--- src/pkg/pdio_pkg.sv ---
`default_nettype none
package pdio_pkg;
  // io window of the third base address register
  localparam int unsigned    PDIO_ADDR_W       = 32;
  localparam int unsigned    PDIO_DATA_W       = 32;
  localparam int unsigned    PDIO_WIN_BITS     = 6;
  localparam int unsigned    PDIO_BAR_INDEX    = 2;
  // register offsets inside the window
  localparam logic [5:0]     PDIO_OFS_PORT     = 6'h00;
  localparam logic [5:0]     PDIO_OFS_READBACK = 6'h0c;
  localparam logic [5:0]     PDIO_OFS_CARD_ID  = 6'h3c;
  // field layout
  localparam int unsigned    PDIO_PORT_W       = 16;
  localparam int unsigned    PDIO_ID_W         = 4;
  localparam int unsigned    PDIO_ID_LSB       = 0;
  localparam int unsigned    PDIO_CH_DEFAULT   = 16;
  // reset values
  localparam logic [15:0]    PDIO_OUT_RESET    = 16'h0000;
  localparam logic [31:0]    PDIO_RDATA_RESET  = 32'h0000_0000;
  // answer timing: read data and ack one clock after the request
  localparam int unsigned    PDIO_ACK_LATENCY  = 1;
  localparam int unsigned    PDIO_SYNC_STAGES  = 2;
endpackage
`default_nettype wire

--- src/logic/pdio_sync.sv ---
`default_nettype none
// two-flop synchroniser for pin levels, one chain per bit
module pdio_sync
  import pdio_pkg::*;
#(
  parameter int unsigned WIDTH = 16
) (
  // clock and reset
  input  wire logic             clk,
  input  wire logic             rst,
  // asynchronous levels in, synchronised levels out
  input  wire logic [WIDTH-1:0] async_in,
  output logic      [WIDTH-1:0] sync_out
);
  genvar i;
  generate
    for (i = 0; i < WIDTH; i++) begin : g_bit
      logic meta_r;
      logic hold_r;
      // first stage is read only by the second one
      always_ff @(posedge clk or posedge rst) begin
        if (rst) begin
          meta_r <= 1'b0;
          hold_r <= 1'b0;
        end else begin
          meta_r <= async_in[i];
          hold_r <= meta_r;
        end
      end
      assign sync_out[i] = hold_r;
    end
  endgenerate
endmodule
`default_nettype wire

--- src/logic/pdio_port.sv ---
`default_nettype none
module pdio_port
  import pdio_pkg::*;
#(
  parameter int unsigned CH_COUNT     = PDIO_CH_DEFAULT,
  parameter bit          HAS_READBACK = 1'b1
) (
  // clock and reset
  input  wire logic                   clk,
  input  wire logic                   rst,
  // base of the io window, from configuration space
  input  wire logic [PDIO_ADDR_W-1:0] bar2_base,
  // host io access
  input  wire logic                   io_req,
  input  wire logic                   io_we,
  input  wire logic [PDIO_ADDR_W-1:0] io_addr,
  input  wire logic [3:0]             io_be,
  input  wire logic [PDIO_DATA_W-1:0] io_wdata,
  output logic      [PDIO_DATA_W-1:0] io_rdata,
  output logic                        io_ack,
  output logic                        io_hit,
  // card pins
  input  wire logic [CH_COUNT-1:0]    isolated_inputs,
  input  wire logic [PDIO_ID_W-1:0]   board_id_switch,
  output logic      [CH_COUNT-1:0]    output_drive
);
  localparam int unsigned NBYTES = (CH_COUNT + 7) / 8;

  logic [CH_COUNT-1:0]    in_sync;
  logic [PDIO_ID_W-1:0]   id_sync;
  logic [CH_COUNT-1:0]    out_r;
  logic [CH_COUNT-1:0]    out_nxt;
  logic [PDIO_DATA_W-1:0] rdata_r;
  logic [PDIO_DATA_W-1:0] rdata_nxt;
  logic                   ack_r;
  logic                   hit_r;

  pdio_sync #(.WIDTH(CH_COUNT)) u_in_sync (
    .clk      (clk),
    .rst      (rst),
    .async_in (isolated_inputs),
    .sync_out (in_sync)
  );

  pdio_sync #(.WIDTH(PDIO_ID_W)) u_id_sync (
    .clk      (clk),
    .rst      (rst),
    .async_in (board_id_switch),
    .sync_out (id_sync)
  );

  // compare against the live base so a host rebase takes effect at once
  wire       win_hit  = io_addr[PDIO_ADDR_W-1:PDIO_WIN_BITS]
                        == bar2_base[PDIO_ADDR_W-1:PDIO_WIN_BITS];
  wire [5:0] offset   = io_addr[PDIO_WIN_BITS-1:0];
  // offsets are dword aligned; ignore byte address bits so byte reads still land
  wire [5:0] ofs_word = {offset[5:2], 2'b00};
  wire       sel_port = win_hit && (ofs_word == PDIO_OFS_PORT);
  wire       sel_rb   = win_hit && HAS_READBACK && (ofs_word == PDIO_OFS_READBACK);
  wire       sel_id   = win_hit && HAS_READBACK && (ofs_word == PDIO_OFS_CARD_ID);
  wire       do_write = io_req && io_we && sel_port;
  wire       do_read  = io_req && !io_we && win_hit;

  wire [PDIO_PORT_W-1:0] in_word = PDIO_PORT_W'(in_sync);
  wire [PDIO_PORT_W-1:0] rb_word = PDIO_PORT_W'(out_r);
  wire [PDIO_DATA_W-1:0] id_word = PDIO_DATA_W'(id_sync) << PDIO_ID_LSB;

  // only lanes that exist on this build take data; a byte write on the
  // 16 channel build updates just its own byte
  genvar b;
  generate
    for (b = 0; b < NBYTES; b++) begin : g_lane
      localparam int unsigned LO = b * 8;
      localparam int unsigned HI = (LO + 8 > CH_COUNT) ? CH_COUNT - 1 : LO + 7;
      assign out_nxt[HI:LO] = (do_write && io_be[b]) ? io_wdata[HI:LO]
                                                     : out_r[HI:LO];
    end
  endgenerate

  // the upper card id bits read as zero rather than floating
  assign rdata_nxt = !do_read ? rdata_r                                   :
                     sel_port ? PDIO_DATA_W'(in_word)                     :
                     sel_rb   ? PDIO_DATA_W'(rb_word)                     :
                     sel_id   ? id_word                                   :
                                PDIO_RDATA_RESET;

  always_ff @(posedge clk or posedge rst) begin
    if (rst) begin
      out_r <= CH_COUNT'(PDIO_OUT_RESET);
    end else begin
      out_r <= out_nxt;
    end
  end

  always_ff @(posedge clk or posedge rst) begin
    if (rst) begin
      rdata_r <= PDIO_RDATA_RESET;
      ack_r   <= 1'b0;
      hit_r   <= 1'b0;
    end else begin
      rdata_r <= rdata_nxt;
      ack_r   <= io_req;
      hit_r   <= io_req && win_hit;
    end
  end

  assign io_rdata     = rdata_r;
  assign io_ack       = ack_r;
  assign io_hit       = hit_r;
  assign output_drive = out_r;
endmodule
`default_nettype wire

--- config.mk ---
export PLATFORM = sky130hd
export DESIGN_NAME = pdio_port
export DESIGN_NICKNAME = d
export VERILOG_FILES = /design/src/pkg/pdio_pkg.sv /design/src/logic/pdio_sync.sv /design/src/logic/pdio_port.sv
export SDC_FILE = /design/constraint.sdc
export NUM_CORES = 1
export LEC_CHECK = 0
export ABC_AREA = 1
export BUFFER_PORTS_ARGS = -buffer_cell sky130_fd_sc_hd__buf_2
export CORE_MARGIN = 2
export CORE_UTILIZATION = 41
export CTS_BUF_LIST = sky130_fd_sc_hd__clkbuf_4 sky130_fd_sc_hd__clkbuf_8 sky130_fd_sc_hd__clkbuf_16
export DETAILED_ROUTE_END_ITERATION = 10
export GPL_ROUTABILITY_DRIVEN = 0
export PLACE_DENSITY = 0.74
export SLEW_MARGIN = 20
export SYNTH_ARGS = -nofsm -noshare
export SYNTH_HDL_FRONTEND = slang
export SYNTH_SLANG_ARGS = --single-unit
--- constraint.sdc ---
create_clock -name clk -period 2.35 [get_ports clk]
set_input_delay 0.47 -clock clk [delete_from_list [all_inputs] [get_ports clk]]
set_output_delay 0.47 -clock clk [all_outputs]
set_load 0.02 [all_outputs]
==> summary.md <==
| Metric | Value |
|---|---|
| Number of buffers inserted by post-CTS setup repair | `0` |
| Number of buffers inserted by port buffering | `between 100 and 150` |
| Hold-fix buffer count after cts | `0` |
| Maximum buffer depth of the clock tree | `2` |
| Largest cells by area after synthesis | `dfrtp_1, nand2_1, inv_1` |
| Leading area contributor after synthesis | `dfrtp_1` |
| Highest-count cells in the layout ignoring fill and taps | `buf_2, nand2_1, dfrtp_1` |
| Kind of start point of the critical path | `input port` |
| Total negative slack for setup checks | `0 ps` |
| Primary FF master, synth | `dfrtp_1` |
| YS warnings | `0` |
| Inserted Diodes | `0` |
| CTS Root Cell | `clkbuf_8` |
| RSZ-0062 raised after global routing | `false` |
| Cell area power density | `between 600 and 700 nW/µm²` |
| Share of synthesized area occupied by flip-flops and latches | `56.7%` |
| Total area of multi-input combinational cells | `1130 µm²` |
| Final setup violation count | `0` |
| Critical path data arrival time | `1890 ps` |
| Core box area | `7730 µm²` |
| Width of the die | `between 90 and 100 µm` |
| Initial antenna violation count | `0` |
| Count of nets after finishing | `approximately 630` |
| Initial standard-cell utilization of the core | `roughly 42%` |
| Final period utilization | `70.3%` |
| Setup slack at placement | `slightly above 300 ps` |
| CTS tree | `built` |
| Worst-skew pair later-pin latency | `340 ps` |
| CP cell instances | `buf_2 > xnor2_1 > nand2_1 > nor2_1 > nand2_1 > nor2_4 > nand3_2 > nor2_4 > nand2_2 > nand2_1 > nand2_1` |
| Post-detailed-route wirelength per cell | `11.8 µm` |
| P_leak | `2.44 nW` |
| Register clock-pin slew on the reported worst setup and hold paths | `80 ps` |
| Post-Route Skew | `8.48 ps` |
| I/O pin count | `around 170` |
| Number of different library cells in the post-synthesis netlist | `22` |
| Number of buffers created by CTS | `9` |
| Critical path's largest stage delay | `280 ps` |
| Post-DP HPWL | `about 5700 µm` |
| Clock sink total | `74` |
| Number of synthesized register bits | `between 70 and 80` |
| Pin count of the biggest net entering global routing | `26` |
| Post-route ant nets | `0` |
| Share of the synthesized area in the top cell type | `56.7%` |
| Netlist area before placement | `3270 µm²` |
| Max Clock Freq | `0.605 GHz` |
| Filler Cell Count | `696` |
| Total wire length after detailed routing | `7260 µm` |
| Syn-to-layout area delta | `28.8%` |
| Final period demand of the worst path | `around 1700 ps` |
| Count of H-tree levels built during CTS | `3` |
| Post-synthesis average cell area | `8.85 µm²` |
| Final Hold Viols | `0` |
| Asr flop ratio synth | `100%` |
| Register Area | `1850 µm²` |
| Cell row count | `32` |
| Number of max-slew violations in the final report | `0` |
| Starting DRC count in detailed routing | `104` |
| Count of mapped cells out of synthesis | `369` |
| Critical Path Fanout Max | `12` |
| DRC errors left | `0` |
| Avg Vias per Cell | `4.60` |
| Area of the die | `8700 µm²` |
| Worst min-delay path class | `in2async` |
| IR drop worst, VDD | `slightly below 0.0004 V` |
| Status | `completed` |
| Crit-path most repeated cell | `nand2_1` |
| Number of enable flip-flop cells after synthesis | `0` |
| Final worst slack | `697 ps` |
| Total via count in the routed design | `2826` |
| Total chip power | `2.54 mW` |
| Max-cap viol count | `0` |
| Cts repair resizes | `0` |
| Relative max-transition margin | `64.1%` |
| Crit path max-delay cell type | `nor2_4` |
| Ratio of cells with drive above 1 in the final layout | `32.9%` |
| Most common library cell in the layout ignoring fill and taps | `buf_2` |
| Vert. Die Dim | `93.3 µm` |
| Measured slew at the worst slew-check pin | `534 ps` |
| First-pass detailed-route iteration total | `4` |
| Vias in the first global route | `2717` |
| Endpoint type of the worst setup path | `flop` |
| Global-route usage over all layers | `17.9%` |
| WS Path Type | `in2reg` |
| Global route total overflow | `0` |
| First-pass GRT wire length | `about 12000 µm` |
| Required time at the worst-slack endpoint | `approximately 2600 ps` |
-- routing by layer --
metal | track usage, % | vias to the layer above | wire, µm
li1 | - | 1395 | -
met1 | 21.9 | 1288 | 2890
met2 | 28.7 | 120 | 3530
met3 | 4.27 | 23 | 554
met4 | 10.4 | 0 | 286
met5 | 0 | - | 0
-- synthesized netlist by cell type, types with 4 or more instances --
library cell and count:
nand2_1 125, inv_1 38, o21ai_1 12, nand3_1 21, xnor2_1 10, dfrtp_1 74, buf_4 17, xor2_1 4
nand4_1 21, nor2_1 22, buf_2 9
-- layout make-up --
| type | count | area share (%) |
|---|---|---|
| Clock inverter | 6 | 1.70 |
| Multi-Input combinational cell | 242 | 26.9 |
| Tap cell | 102 | 3.03 |
| Sequential cell | 74 | 44.0 |
| Clock buffer | 10 | 3.27 |
| Inverter | 40 | 3.66 |
| Timing Repair Buffer | 141 | 17.4 |
-- cells by family after synthesis --
logic type	synth area share (%)
simple gates	27.3
flops	56.7
buf+inv	10.3
xor+xnor	3.75
compound gates	1.84
other cells	0.115
-- final timing paths --
| check | startpoint | to | slack [ps] | depth (start not counted) |
|---|---|---|---|---|
| min in group clk | isolated_inputs[9] | u_in_sync.g_bit[9].meta_r | 230 | 1 |
| worst max register to register | output_drive[3] | io_rdata[3] | 1520 | 4 |
| max in group asynchronous | rst | u_id_sync.g_bit[3].hold_r | 1750 | 3 |
| worst max-delay path | bar2_base[14] | output_drive[15] | 700 | 11 |
| worst min register to register | u_id_sync.g_bit[0].meta_r | u_id_sync.g_bit[0].hold_r | 350 | 0 |
| worst min-delay path | rst | u_in_sync.g_bit[4].meta_r | 50 | 2 |
-- stage by stage --
step | std cells | hold WS [ps] | cell area [µm²] | utilization [%]
after CTS | 615 | 38.6 | 4210 | 54.4
after global placement | 599 | 332 | 4000 | 51.7
final | 615 | 52.6 | 4210 | 54.4
after global routing | 615 | 53.7 | 4210 | 54.4
after floorplan | 384 | 331 | 3330 | -
after detailed placement | 599 | 335 | 4000 | 51.7
-- state kept, by name, indices dropped and copies added, names as in the netlist --
register                count
io_ack                      1
u_in_sync.g_bit.hold_r     16
io_hit                      1
output_drive               16
u_in_sync.g_bit.meta_r     16
u_id_sync.g_bit.meta_r      4
io_rdata                   16
u_id_sync.g_bit.hold_r      4
-- worst max-delay path: cells and delay by family --
family,cells,cell delay (ps)
buf+inv,1,100
xor+xnor,1,170
simple gates,9,1140
-- power by group --
part / total [mW] / internal (mW) / switching (mW) / leakage (nW)
Combinational: 0.218 / 0.0938 / 0.124 / 1.41
Clock: 1.01 / 0.528 / 0.478 / 0.0995
Sequential: 1.32 / 1.31 / 0.00862 / 0.939
Note: power is estimated with default switching activity, not from simulation.
